File: src/hw/wake_timer_defs.vh
// Shared constants for the wake-up timer block.
// Assumes inclusion by bare name from the design files.
`ifndef WAKE_TIMER_DEFS_VH
`define WAKE_TIMER_DEFS_VH
// Configuration register field positions.
`define CFG_ENABLE_BIT      0
`define CFG_BATTERY_BIT     1
`define CFG_DUTY_LSB        2
`define CFG_DUTY_MSB        3
`define CFG_CAL_EN_BIT      4
`define CFG_CAL_INT_LSB     5
`define CFG_CAL_INT_MSB     7
// Exponent and state register field positions.
`define EXP_LSB             0
`define EXP_MSB             4
`define EXP_STATE_BIT       5
// Reset values.
`define CFG_RESET           8'h00
`define MANT_HIGH_RESET     8'h00
`define MANT_LOW_RESET      8'h01
`define EXP_RESET           8'h00
`define DUR_RESET           8'h01
// Duty-cycle select codes.
`define DUTY_OFF            2'h0
`define DUTY_RX             2'h1
`define DUTY_TX             2'h2
// Register selectors on the write port.
`define SEL_CONFIG          3'h0
`define SEL_MANT_HIGH       3'h1
`define SEL_MANT_LOW        3'h2
`define SEL_EXP_STATE       3'h3
`define SEL_DURATION        3'h4
`define SEL_INT_MASK        3'h5
// Longest active window including its extension, in durations.
`define MAX_DURATIONS       2'h2
// Base calibration interval in ticks, doubled per step of the interval field.
`define CAL_BASE_TICKS      16'h0400
`endif
File: src/hw/wake_period_counter.v
// Period counter of the wake-up timer: counts 32 kHz ticks and flags expiry.
// Assumes the tick input is already synchronised to clk_i and one cycle wide.
`timescale 1ns/1ps
module wake_period_counter #(
	parameter MW = 16,
	parameter EW = 5
) (
	// Clock and reset.
	input  wire          clk_i,
	input  wire          reset_i,
	// Control.
	input  wire          run_i,
	input  wire          tick_i,
	input  wire [MW-1:0] mant_i,
	input  wire [EW-1:0] exp_i,
	// Expiry.
	output reg           expire_o
);
	// Period in ticks is mantissa times four to the power of the exponent.
	localparam CW = MW + 2 * 31;
	reg [CW-1:0] count_q;
	reg [CW-1:0] period_q;
	wire [CW-1:0] new_period = {{(CW-MW){1'b0}}, mant_i} << {exp_i, 1'b0};

	// Period is latched only at a period start so an edit never cuts one short.
	always @(posedge clk_i or posedge reset_i) begin
		if (reset_i) begin
			count_q  <= {CW{1'b0}};
			period_q <= {CW{1'b0}};
			expire_o <= 1'b0;
		end else begin
			expire_o <= 1'b0;
			if (!run_i) begin
				count_q  <= {CW{1'b0}};
				period_q <= new_period;
			end else if (tick_i) begin
				if (count_q + 1'b1 >= period_q) begin
					count_q  <= {CW{1'b0}};
					period_q <= new_period;
					expire_o <= 1'b1;
				end else begin
					count_q <= count_q + 1'b1;
				end
			end
		end
	end
endmodule // wake_period_counter

File: src/hw/wake_timer.v
// Wake-up timer with duty cycling, battery checks and RC calibration requests.
// Assumes clk_i is the fast system clock and the 32 kHz sources arrive as pins.
//
// How it works
// - Tick source picks RC or crystal 32 kHz.
// - Enabled timer counts the programmed period repeatedly.
// - Expiry drives interrupt low when mask allows.
// - Period equals mantissa times four-power exponent.
// - Calibrate RC at power-up and shutdown exit.
// - Periodic calibration gated by enable, interval field.
// - Calibration compares RC against main crystal.
// - Each calibration starts the main crystal.
// - Battery check on every expiry when enabled.
// - Select: off, receive wake, transmit wake.
// - Exponent shares register with state select.
// - State select picks ready or sleep afterward.
// - Duration register sets active window length.
// - Transmit done returns at once to state.
// - Preamble extends receive window, two durations max.
`timescale 1ns/1ps
`include "wake_timer_defs.vh"
module wake_timer #(
	parameter MW = 16,
	parameter EW = 5
) (
	// Clock and reset.
	input  wire       clk_i,
	input  wire       reset_i,
	// 32 kHz sources and source select.
	input  wire       rc_clk_i,
	input  wire       xtal_clk_i,
	input  wire       use_xtal_i,
	// Property write port.
	input  wire       wr_i,
	input  wire [2:0] wr_sel_i,
	input  wire [7:0] wr_data_i,
	// Host side.
	input  wire       flags_read_i,
	input  wire       power_up_i,
	input  wire       shutdown_exit_i,
	// Radio feedback.
	input  wire       preamble_i,
	input  wire       packet_done_i,
	input  wire       cal_done_i,
	// Status and outputs.
	output reg        interrupt_out_n_o,
	output reg        timer_flag_o,
	output reg        sleep_o,
	output reg        start_rx_o,
	output reg        start_tx_o,
	output reg        battery_check_o,
	output reg        cal_req_o,
	output reg        xtal_start_o,
	output reg  [7:0] config_o
);
	////////////////////////////////////////////////////////////////////////
	// Property registers.
	reg [7:0] config_q;
	reg [7:0] mant_high_q;
	reg [7:0] mant_low_q;
	reg [7:0] exp_state_q;
	reg [7:0] duration_q;
	reg       int_mask_q;

	// Decoding used more than once: is this write aimed at a selector.
	function hit;
		input       w;
		input [2:0] s;
		input [2:0] target;
		begin
			hit = w && (s == target);
		end
	endfunction

	// Plain property writes: byte-wide, except the one-bit interrupt mask.
	always @(posedge clk_i or posedge reset_i) begin
		if (reset_i) begin
			config_q    <= `CFG_RESET;
			mant_high_q <= `MANT_HIGH_RESET;
			mant_low_q  <= `MANT_LOW_RESET;
			exp_state_q <= `EXP_RESET;
			duration_q  <= `DUR_RESET;
			int_mask_q  <= 1'b0;
		end else begin
			if (hit(wr_i, wr_sel_i, `SEL_CONFIG))
				config_q <= wr_data_i;
			if (hit(wr_i, wr_sel_i, `SEL_MANT_HIGH))
				mant_high_q <= wr_data_i;
			if (hit(wr_i, wr_sel_i, `SEL_MANT_LOW))
				mant_low_q <= wr_data_i;
			if (hit(wr_i, wr_sel_i, `SEL_EXP_STATE))
				exp_state_q <= wr_data_i;
			if (hit(wr_i, wr_sel_i, `SEL_DURATION))
				duration_q <= wr_data_i;
			if (hit(wr_i, wr_sel_i, `SEL_INT_MASK))
				int_mask_q <= wr_data_i[0];
		end
	end

	wire       enable    = config_q[`CFG_ENABLE_BIT];
	wire       batt_en   = config_q[`CFG_BATTERY_BIT];
	wire [1:0] duty_sel  = config_q[`CFG_DUTY_MSB:`CFG_DUTY_LSB];
	wire       cal_en    = config_q[`CFG_CAL_EN_BIT];
	wire [2:0] cal_int   = config_q[`CFG_CAL_INT_MSB:`CFG_CAL_INT_LSB];
	wire       state_sel = exp_state_q[`EXP_STATE_BIT];

	////////////////////////////////////////////////////////////////////////
	// Two-flop synchronisers on both slow clocks, then an edge detect.
	reg [1:0] rc_sync_q;
	reg [1:0] xt_sync_q;
	reg       sel_sync1_q;
	reg       sel_sync2_q;
	reg       src_last_q;
	reg       tick_q;
	wire      src_now = sel_sync2_q ? xt_sync_q[1] : rc_sync_q[1];

	always @(posedge clk_i or posedge reset_i) begin
		if (reset_i) begin
			rc_sync_q   <= 2'h0;
			xt_sync_q   <= 2'h0;
			sel_sync1_q <= 1'b0;
			sel_sync2_q <= 1'b0;
			src_last_q  <= 1'b0;
			tick_q      <= 1'b0;
		end else begin
			rc_sync_q   <= {rc_sync_q[0], rc_clk_i};
			xt_sync_q   <= {xt_sync_q[0], xtal_clk_i};
			sel_sync1_q <= use_xtal_i;
			sel_sync2_q <= sel_sync1_q;
			src_last_q  <= src_now;
			tick_q      <= src_now & ~src_last_q;
		end
	end

	////////////////////////////////////////////////////////////////////////
	// Period counter.
	wire expire;

	wake_period_counter #(
		.MW (MW),
		.EW (EW)
	) u_counter (
		.clk_i    (clk_i),
		.reset_i  (reset_i),
		.run_i    (enable),
		.tick_i   (tick_q),
		.mant_i   ({mant_high_q, mant_low_q}),
		.exp_i    (exp_state_q[`EXP_MSB:`EXP_LSB]),
		.expire_o (expire)
	);

	////////////////////////////////////////////////////////////////////////
	// Interrupt flag: an expiry in the read cycle wins over the clear.
	always @(posedge clk_i or posedge reset_i) begin
		if (reset_i) begin
			timer_flag_o      <= 1'b0;
			interrupt_out_n_o <= 1'b1;
		end else begin
			if (expire)
				timer_flag_o <= 1'b1;
			else if (flags_read_i)
				timer_flag_o <= 1'b0;
			interrupt_out_n_o <= ~((timer_flag_o | expire) & int_mask_q
				& ~(flags_read_i & ~expire));
		end
	end

	////////////////////////////////////////////////////////////////////////
	// Wake sequencer, one-hot.
	localparam ST_IDLE   = 3'b001;
	localparam ST_ACTIVE = 3'b010;
	localparam ST_EXTEND = 3'b100;
	reg [2:0] state_q;
	reg [7:0] dur_cnt_q;
	reg [1:0] dur_used_q;
	wire      dur_end = tick_q && (dur_cnt_q + 8'h01 >= duration_q);

	// The window is counted in slow ticks so it tracks the selected 32 kHz source.
	always @(posedge clk_i or posedge reset_i) begin
		if (reset_i) begin
			state_q         <= ST_IDLE;
			dur_cnt_q       <= 8'h00;
			dur_used_q      <= 2'h0;
			sleep_o         <= 1'b0;
			start_rx_o      <= 1'b0;
			start_tx_o      <= 1'b0;
			battery_check_o <= 1'b0;
		end else begin
			start_rx_o      <= 1'b0;
			start_tx_o      <= 1'b0;
			battery_check_o <= expire & batt_en;
			case (state_q)
			ST_IDLE: begin
				if (expire) begin
					dur_cnt_q  <= 8'h00;
					dur_used_q <= 2'h1;
					if (duty_sel == `DUTY_RX) begin
						start_rx_o <= 1'b1;
						sleep_o    <= 1'b0;
						state_q    <= ST_ACTIVE;
					end else if (duty_sel == `DUTY_TX) begin
						start_tx_o <= 1'b1;
						sleep_o    <= 1'b0;
						state_q    <= ST_ACTIVE;
					end else begin
						sleep_o <= state_sel;
					end
				end
			end
			ST_ACTIVE: begin
				if (duty_sel == `DUTY_TX && packet_done_i) begin
					sleep_o <= state_sel;
					state_q <= ST_IDLE;
				end else if (duty_sel == `DUTY_RX && preamble_i) begin
					state_q <= ST_EXTEND;
				end else if (dur_end) begin
					sleep_o <= state_sel;
					state_q <= ST_IDLE;
				end else if (tick_q) begin
					dur_cnt_q <= dur_cnt_q + 8'h01;
				end
			end
			ST_EXTEND: begin
				if (packet_done_i) begin
					sleep_o <= state_sel;
					state_q <= ST_IDLE;
				end else if (dur_end) begin
					dur_cnt_q <= 8'h00;
					if (dur_used_q >= `MAX_DURATIONS) begin
						sleep_o <= state_sel;
						state_q <= ST_IDLE;
					end else begin
						dur_used_q <= dur_used_q + 2'h1;
					end
				end else if (tick_q) begin
					dur_cnt_q <= dur_cnt_q + 8'h01;
				end
			end
			default: begin
				state_q <= ST_IDLE;
			end
			endcase
		end
	end

	////////////////////////////////////////////////////////////////////////
	// RC calibration requests; the measurement itself is done by the
	// analog trim engine, which signals cal_done_i when matched to the crystal.
	reg [22:0] cal_cnt_q;
	wire [22:0] cal_limit = {7'h00, `CAL_BASE_TICKS} << cal_int;

	always @(posedge clk_i or posedge reset_i) begin
		if (reset_i) begin
			cal_cnt_q    <= 23'h000000;
			cal_req_o    <= 1'b0;
			xtal_start_o <= 1'b0;
		end else begin
			if (power_up_i || shutdown_exit_i) begin
				cal_req_o    <= 1'b1;
				xtal_start_o <= 1'b1;
			end else if (cal_en && tick_q && cal_cnt_q + 23'h000001 >= cal_limit) begin
				cal_req_o    <= 1'b1;
				xtal_start_o <= 1'b1;
			end else if (cal_done_i) begin
				cal_req_o    <= 1'b0;
				xtal_start_o <= 1'b0;
			end
			if (!cal_en || (tick_q && cal_cnt_q + 23'h000001 >= cal_limit))
				cal_cnt_q <= 23'h000000;
			else if (tick_q)
				cal_cnt_q <= cal_cnt_q + 23'h000001;
		end
	end

	// Configuration readback.
	always @(posedge clk_i or posedge reset_i) begin
		if (reset_i)
			config_o <= `CFG_RESET;
		else
			config_o <= config_q;
	end
endmodule // wake_timer

File: config.mk
export PLATFORM = sky130hd
export DESIGN_NAME = wake_timer
export DESIGN_NICKNAME = d
export VERILOG_FILES = /design/src/hw/wake_period_counter.v /design/src/hw/wake_timer.v
export VERILOG_INCLUDE_DIRS = /design/src /design/src/hw
export SDC_FILE = /design/constraint.sdc
export NUM_CORES = 1
export LEC_CHECK = 0
export BUFFER_PORTS_ARGS = -buffer_cell sky130_fd_sc_hd__buf_2
export CAP_MARGIN = 0
export CELL_PAD_IN_SITES_DETAIL_PLACEMENT = 1
export CELL_PAD_IN_SITES_GLOBAL_PLACEMENT = 1
export CORE_MARGIN = 4
export CORE_UTILIZATION = 30
export DETAILED_ROUTE_END_ITERATION = 16
export HOLD_SLACK_MARGIN = 0.1
export PLACE_DENSITY_LB_ADDON = 0.1
export SYNTH_ARGS = -nofsm -noshare
export SYNTH_HDL_FRONTEND = slang
export SYNTH_SLANG_ARGS = --single-unit
File: constraint.sdc
create_clock -name clk_i -period 12.05 [get_ports clk_i]
set_input_delay 0.6025 -clock clk_i [delete_from_list [all_inputs] [get_ports clk_i]]
set_output_delay 0.6025 -clock clk_i [all_outputs]
set_load 0.005 [all_outputs]
---- Word level (Yosys, flattened, before mapping) ----
Cells that the tools add are included.
Widths: inputs -> output; s select.
storage, ports and cells
  bits in registers ....................... 255
  bits in latches ......................... 0
  bits in writable memories ............... 0
  memory bits (read-only) ................. 0
  bits of input ports ..................... 23
  word-level logic and storage cells ...... 155
  memories ................................ 0
operators by class
  $add $sub $neg .......................... 4
  $mul .................................... 0
  divide/modulo/power cells ............... 0
  order comparisons ....................... 4
  eq/ne operators ......................... 25
  shifts and indexed selects .............. 2
  muxes and demuxes ....................... 57
  bitwise gates (word level) .............. 10
  reduce and logical (&&, ||, !) cells .... 26
operators by type and width
  operator               count
  $mux 78                6
  $add 78x1->78 const B  1
  $ge 78x78->1           1
  $shl 16x6->78          1
  $mux 8                 7
  $mux 23                2
  $mux 3                 9
  $mux 1                 25
  $pmux 8 s3             1
  $add 23x1->23 const B  1
  $ge 23x23->1           1
  $shl 11x3->23 const A  1
  $ne 3x3->1 const B     5
  $logic_and 1x1->1      12
  $ne 2x2->1 const B     6
  $reduce_and 6->1       2
  $reduce_and 5->1       2
  $eq 3x2->1 const B     3
  $eq 3x3->1 const B     3
  $pmux 3 s3             1
  $add 8x1->8 const B    1
  $ge 8x8->1             1
  $mux 2                 4
  $eq 3x1->1 const B     2
  other kinds (17)       30

---- Longest topological paths before layout ----
Gate-level depths: netlist (run 1).
  depth in word-level cells ............... 7
  gate-level depth with buffers ........... 21

---- Hierarchy ----
Synthesis (run 1) repeated with hierarchy kept, for this count alone.
second synthesis, totals
  cells, all modules ...................... 1675
  area total of the unflattened synthesis .. 15937.8 um^2
by module, submodules not included
  module               instances  cells each  area an instance (um^2)  sequential area each (um^2)
  wake_period_counter  1          1269        11309.6                  3928.8
  wake_timer           1          406         4628.2                   2457.4

---- Worst setup path after synthesis (run 1) ----
OpenSTA, ideal clock, no wires.
  path kind ............................... flip-flop to flip-flop
  from .................................... register u_counter.count_q[3]
  to ...................................... register u_counter.period_q[16]
  library setup time ...................... 0.131 ns
  arrival ................................. 4.566 ns
  required time ........................... 11.919 ns
  slack ................................... 7.352 ns
  cell stages (with the launch flop) ...... 19
  cell sequence ........................... dfrtp_1 -> buf_2 -> and4_4 -> nand4_4 -> nor4_4 -> nand3_2 -> or4_4 -> nor2_2 -> xnor2_1 -> ha_1 -> and2_1 -> a221o_1 -> a221o_1 -> or3_1 -> clkbuf_1 -> clkbuf_1 -> buf_1 -> o2111ai_1 -> nand3_1
on the way
  longest elaborated chain between the ends .. 4
ends and longest elaborated chain
  element                            RTL line                  source
  from (decl)                        wake_period_counter.v:21  reg [CW-1:0] count_q;
  from (signal assigned)             wake_period_counter.v:28  count_q <= {CW{1'b0}};
  from (signal assigned)             wake_period_counter.v:34  count_q <= {CW{1'b0}};
  from (signal assigned)             wake_period_counter.v:38  count_q <= {CW{1'b0}};
  $add 78x1->78                      wake_period_counter.v:37  if (count_q + 1'b1 >= period_q) begin
  $ge 78x78->1                       wake_period_counter.v:37
  $ne 2x1->1 (no source line)        --
  $reduce_and 2->1 (no source line)  --
  to (signal assigned)               wake_period_counter.v:29  period_q <= {CW{1'b0}};
  to (signal assigned)               wake_period_counter.v:35  period_q <= new_period;
  to (signal assigned)               wake_period_counter.v:39  period_q <= new_period;
  to (decl)                          wake_period_counter.v:22  reg [CW-1:0] period_q;
Every way passes these cells.
A chain may end at the register's enable or synchronous reset.

---- Final worst setup path (run 1) ----
  from .................................... register u_counter.count_q[10]
  to ...................................... register u_counter.period_q[13]
Same word-level chain as after synthesis.

==> results.yml, run 1 <==
outcome:
  outcome: "completed"
synth:
  synthDistinctLibCells: 77
  ys_warn_count: 0
  ys.flop_type: "dfrtp_1"
  synth_area_mm2: 0.0176
  syn_nets: 2110
  syn_avg_cell_area_um2: 8.84
  postSynthCellCount: 1985
  async_reset_ff_frac: 1.00
  ys_seq_area_frac: 0.364
  synth-seq-cells: 255
  synth-edff-count: 0
timing:
  setup_viol: 0
  relSlewSlack: 0.238
  fmax_ghz: 0.148
  fin_crit_ns: 6.77
  period_share: 0.561
  hold_violations: 0
  grt_setup_unrepaired: "no"
  slew_violations: 0
  fin_skew_ns: 0.0206
  fin_setup_tns_ns: 0
  tightestPinTransition_ns: 1.13
flow_run:
  drv_cap: 0
worst_setup_path:
  path_buf_inv: 1
  crit_path_end_kind: "register"
  r2r_slack_ns: 5.28
  crit_chain: "and4_1 > nand4_2 > nor3_2 > and4_1 > nand2_1 > nor4_1 > xor2_1 > ha_1 > and2_1 > nand4_1 > nor4_1 > nand3_1 > nor3_1 > a221o_2 > buf_4 > mux2i_1 > nand3_1"
  cp_top_family: "simple AND/OR/NAND/NOR gates"
  cp.required_ns: 12.49
  cpPeakStageDelay_ns: 0.75
  cp_slowest_cell: "a221o_2"
  worstSetupStartpointType: "register"
  cp_max_fo: 52
  cp.arrival_ns: 7.21
  path_class: "register to register"
global_route:
  grt_usage: 0.201
  grt_start_max_net_pins: 135
  overflow: 0
  grt_pass1_vias: 16300
  antenna_found_initial: 1
  grt_pass1_wl_mm: 101
clock_network:
  numCtsBuffers: 37
  cts.sinks: 255
  cts_setup_buffers: 0
  clk-insertion-delay-late_ns: 0.57
  cts_tree: "yes"
  ctsHtreeMaxLevel: 2
  root_buffer: "clkbuf_16"
  clk_pin_slew_worst_paths_ns: 0.06
  cts_buffer_depth: 3
floorplanning:
  die_w_um: 250
  fp.coreArea_mm2: 0.0578
  fp.dieArea_mm2: 0.0624
  rows: 88
  start_util: 0.304
  die_h_um: 250
  io_pins: 39
routing:
  via_per_inst: 5.75
  drc_errors: 0
  antenna_left: 0
  wl_per_cell_um: 23.2
  vias: 15700
  first_pass_iters: 5
  drt_iter0_markers: 1017
  routed_wl_mm: 63.6
cells_and_area:
  fin_cells: 2736
  area_growth_pct: 12.0
  fin_nets: 2069
  drive_gt1_frac: 0.106
  diodes: 0
power_and_ir_drop:
  vdd_ir_drop_max_mv: 0.0920
  p_leak_nw: 8.48
  powerDensity_mw_per_mm2: 167
place:
  numPlacedInstances: 2668
  place_congestion: 0.783
  numPortBuffers: 38
  place_hpwl_mm: 42.4
min_path:
  worstHoldPathType: "input pin to register"
## timing repair
item | 4_1_cts | 5_1_grt
gates resized for setup | 0 | 0
endpoints found under the hold margin | 2 | 0
hold buffers | 2 | 0
## layer usage
| metal | global-route usage | share of wire |
|---|---|---|
| met1 | 0.291 | 0.49 |
| met2 | 0.319 | 0.46 |
| met3 | 0.0239 | 0.031 |
| met4 | 0.0537 | 0.024 |
| met5 | 0 | 0 |
## where the power goes
group	internal, W	switching [W]
registers	0.00100	0.000145
logic	0.000338	0.000687
clock network	0.000662	0.000446
## placed cells by master (no fill, tap or decap), types with 18 or more instances in the layout
cell | synthesis | layout
mux2_2 | 38 | 38
buf_4 | 1 | 25
dfrtp_1 | 251 | 249
mux2i_1 | 47 | 47
a41oi_1 | 28 | 28
o21ai_0 | 55 | 55
xnor2_1 | 56 | 56
nor4_1 | 26 | 25
clkbuf_16 | 0 | 37
a22o_1 | 43 | 43
buf_2 | 18 | 38
xor2_1 | 33 | 33
and3_1 | 44 | 44
nor3_1 | 75 | 74
ha_1 | 102 | 102
nor2_1 | 97 | 95
nand3_1 | 148 | 148
inv_1 | 112 | 109
a32oi_1 | 34 | 34
o211ai_1 | 29 | 29
nand2_1 | 193 | 192
a21oi_1 | 50 | 50
nand4_1 | 83 | 83
and2_1 | 18 | 18
## per-stage QoR
step | hold WS, ns | power, W | worst slack, ns | area [µm²] | utilization
5_1_grt | 0.120 | 0.00349 | 4.73 | 19700 | 0.340
3_3_place_gp | 0.339 | 0.00214 | 5.62 | 18400 | 0.319
3_5_place_dp | 0.340 | 0.00218 | 5.33 | 18400 | 0.319
6_report | 0.151 | 0.00328 | 5.28 | 19700 | 0.340
2_1_floorplan | 0.331 | 0.00178 | 4.44 | 17600 | -
4_1_cts | 0.110 | 0.00332 | 5.32 | 19700 | 0.340
## worst paths after layout
check | startpoint | to | cells after the start
hold / removal | xtal_clk_i | xt_sync_q[0] | 1
min in group asynchronous | reset_i | xtal_start_o | 2
setup reg to reg | u_counter.count_q[10] | u_counter.period_q[13] | 17
setup / recovery | u_counter.count_q[10] | u_counter.period_q[13] | 17
max in group asynchronous | reset_i | tick_q | 3
hold reg to reg | sel_sync1_q | sel_sync2_q | 0
## cells in the mapped netlist (all sizes together) (9+ instances only)
library cell,number,area share
a211oi,9,0.0038
a21o,16,0.0068
or3,15,0.0053
inv,112,0.024
and2,19,0.0068
a32oi,34,0.017
xnor2,56,0.028
or4,9,0.0041
nor2b,15,0.0053
o21a,11,0.0047
xor2,33,0.016
mux2,38,0.024
clkbuf,110,0.024
a31oi,11,0.0039
o2111ai,16,0.0080
and3,44,0.016
buf,36,0.0092
a22oi,17,0.0073
nor3,78,0.023
a21oi,50,0.014
nand3b,11,0.0047
dfrtp,251,0.36
a41oi,28,0.014
nand3,151,0.044
nor2,99,0.021
mux2i,47,0.027
a22o,43,0.021
o211ai,29,0.012
o21ai,58,0.017
nand2,194,0.042
nor4,28,0.012
and4,16,0.0083
ha,102,0.073
nand2b,9,0.0032
nand4,85,0.032
## cell families after synthesis
kind of cell	share of synthesized area
mux	0.0589
fa+ha+maj	0.0727
compound gates	0.166
buf+inv	0.0569
simple gates	0.237
xor+xnor	0.0444
flops	0.364
## layout make-up
type,count,area (µm²)
Clock buffer,58,1070
Inverter,113,432
Timing Repair Buffer,66,418
Tap cell,765,957
Sequential cell,255,6390
Multi-Input combinational cell,1471,10200
Fill cell,6681,38100
Clock inverter,8,144
## sequential cells by signal, summed over array words and instances (netlist names), 3 cells and up
signal	count
exp_state_q	6
mant_high_q	8
config_q	8
config_o	8
state_q	3
dur_cnt_q	8
duration_q	8
u_counter.period_q	78
u_counter.count_q	78
mant_low_q	8
cal_cnt_q	23
Note: power is estimated with default switching activity, not from simulation.
==> run 2: changes to the inputs <==
Clock period 12.05 ns to 5.95 ns, I/O delays scaled along.
==> run 2 against run 1 <==
Compared with the run above: sequential power up 100%; worst hold slack worse by 0.0081 ns; clock-buffer cell count down 7; design area up 2.2%; register-to-register slack worse by 4.8 ns; die area unchanged; core utilization up 0.74 points; combinational power up 100%; power up 110%; non-clock buffer count up 33; cell count up 1.2%; maximum frequency up 24%; critical path type unchanged; largest cell class unchanged; largest power group is now the clock network.
==> results.yml, run 2 (synthesized netlist as in run 1, its figures left out) <==
routing:
  routed_wl_mm: 63.4
  vias: 15800
  drc_errors: 0
  antenna_left: 0
  drt_iter0_markers: 952
  via_per_inst: 5.70
  first_pass_iters: 5
  wl_per_cell_um: 22.9
timing:
  fin_setup_tns_ns: 0
  hold_violations: 0
  grt_setup_unrepaired: "no"
  fin_skew_ns: 0.0241
  fmax_ghz: 0.183
  tightestPinTransition_ns: 1.15
  fin_crit_ns: 5.47
  period_share: 0.919
  setup_viol: 0
  relSlewSlack: 0.228
  fin_hold_ws_ns: 0.143
  slew_violations: 0
floorplanning:
  fp.dieArea_mm2: 0.0624
  fp.coreArea_mm2: 0.0578
  io_pins: 39
  start_util: 0.304
  die_h_um: 250
  rows: 88
  die_w_um: 250
place:
  place_hpwl_mm: 44.1
  post_dp_cell_area_mm2: 0.0186
  numPortBuffers: 38
  place_congestion: 0.804
clock_network:
  cts.sinks: 255
  ctsHtreeMaxLevel: 2
  clk_pin_slew_worst_paths_ns: 0.06
  root_buffer: "clkbuf_16"
  cts_buffer_depth: 3
  numCtsBuffers: 37
  cts_tree: "yes"
  clk-insertion-delay-late_ns: 0.57
worst_setup_path:
  r2r_start: "u_counter.count_q[0]"
  cpPeakStageDelay_ns: 0.67
  cp_max_fo: 11
  path_buf_inv: 2
  cp_top_family: "simple AND/OR/NAND/NOR gates"
  reg2regPathDepth: 16
  crit_path_end_kind: "register"
  cp_slowest_cell: "nor4_1"
  worstSetupStartpointType: "register"
  path_class: "register to register"
  cp.required_ns: 6.42
  cp.arrival_ns: 5.94
  r2r_slack_ns: 0.48
  crit_chain: "ha_1 > nand2_1 > nor3_2 > buf_4 > and4_1 > nand2_1 > nor4_1 > xor2_1 > ha_1 > a21o_1 > a221o_1 > a221o_1 > or3_2 > buf_4 > or4_1 > mux2i_1"
  reg2reg_to: "u_counter.count_q[75]"
global_route:
  grt_start_max_net_pins: 120
  overflow: 0
  grt_usage: 0.201
  antenna_found_initial: 0
  grt_pass1_wl_mm: 100
  grt_pass1_vias: 16400
cells_and_area:
  fin_nets: 2102
  layout_common_cells: "dfrtp_1, nand2_1, nand3_1"
  reg_top3: "u_counter.count_q x78, u_counter.period_q x78, cal_cnt_q x23"
  final_area_mm2: 0.0201
  drive_gt1_frac: 0.117
  layout_commonest_cell: "dfrtp_1"
  diodes: 0
  area_growth_pct: 14.4
power_and_ir_drop:
  vdd_ir_drop_max_mv: 0.233
  powerDensity_mw_per_mm2: 337
  p_leak_nw: 8.70
min_path:
  min_to: "dur_used_q[1]"
  hold_depth: 4
  worstHoldPathType: "input pin to register"
  hp-start: "packet_done_i"
flow_run:
  drv_cap: 0
outcome:
  outcome: "completed"
==> run 2: cell count changes in the layout (fill, tap and decap cells not counted), sizes merged <==
cell and change:
bufinv +3, buf +18, clkbuf -7, inv -1, clkinv +6, dlygate4sd3 +15
==> run 2: metal layers <==
metal / vias up / track usage / wire length [µm]
li1: 7366 / - / -
met1: 8107 / 0.286 / 30700
met2: 241 / 0.321 / 29100
met3: 80 / 0.0263 / 2190
met4: 0 / 0.0536 / 1420
met5: - / 0 / 0
==> run 2: per-stage QoR <==
| stage | power [W] | cells | util | worst slack, ns |
|---|---|---|---|---|
| 6_report | 0.00677 | 2770 | 0.347 | 0.481 |
| 5_1_grt | 0.00720 | 2770 | 0.347 | 0.0862 |
| 4_1_cts | 0.00687 | 2770 | 0.347 | 0.453 |
| 3_5_place_dp | 0.00444 | 2686 | 0.322 | 0.473 |
| 3_3_place_gp | 0.00437 | 2686 | 0.322 | 0.523 |
| 2_1_floorplan | 0.00361 | 1985 | - | 1.25 |
==> run 2: area by class of cell <==
cell class	instances	area [µm²]
fill	6666	37700
timing repair buffer	99	778
multi-input combinational	1471	10200
clock buffer	51	1030
inverter	113	428
sequential	255	6390
clock inverter	16	256
tap	765	957
==> run 2: worst max path at each step <==
stage                                   endpoint  cells after the start                 start  slack [ns]
after floorplan           u_counter.period_q[16]                     18  u_counter.count_q[3]        1.25
after global placement    u_counter.period_q[13]                     19  u_counter.count_q[0]        0.52
after detailed placement   u_counter.count_q[67]                     19  u_counter.count_q[0]        0.47
after CTS                  u_counter.count_q[67]                     19  u_counter.count_q[0]        0.45
after global routing      u_counter.period_q[57]                     19  u_counter.count_q[0]        0.09
final                      u_counter.count_q[75]                     16  u_counter.count_q[0]        0.48
==> run 2: worst min-delay path, stage by stage <==
cell and delay, ns:
buf_2 0.13, nor4_1 0.10, inv_1 0.07, o31ai_1 0.07
==> run 2: report_power, final <==
part | switching [W] | internal, W | total (W)
Clock | 0.000918 | 0.00144 | 0.00236
Combinational | 0.00137 | 0.000708 | 0.00207
Sequential | 0.000316 | 0.00203 | 0.00234
Total | 0.00260 | 0.00417 | 0.00677
==> run 2: what timing repair did <==
item,CTS,global route
setup endpoints to repair,0,10
resized for setup,0,3
hold buffers,17,0
setup buffers,0,0
endpoints found under the hold margin,70,0
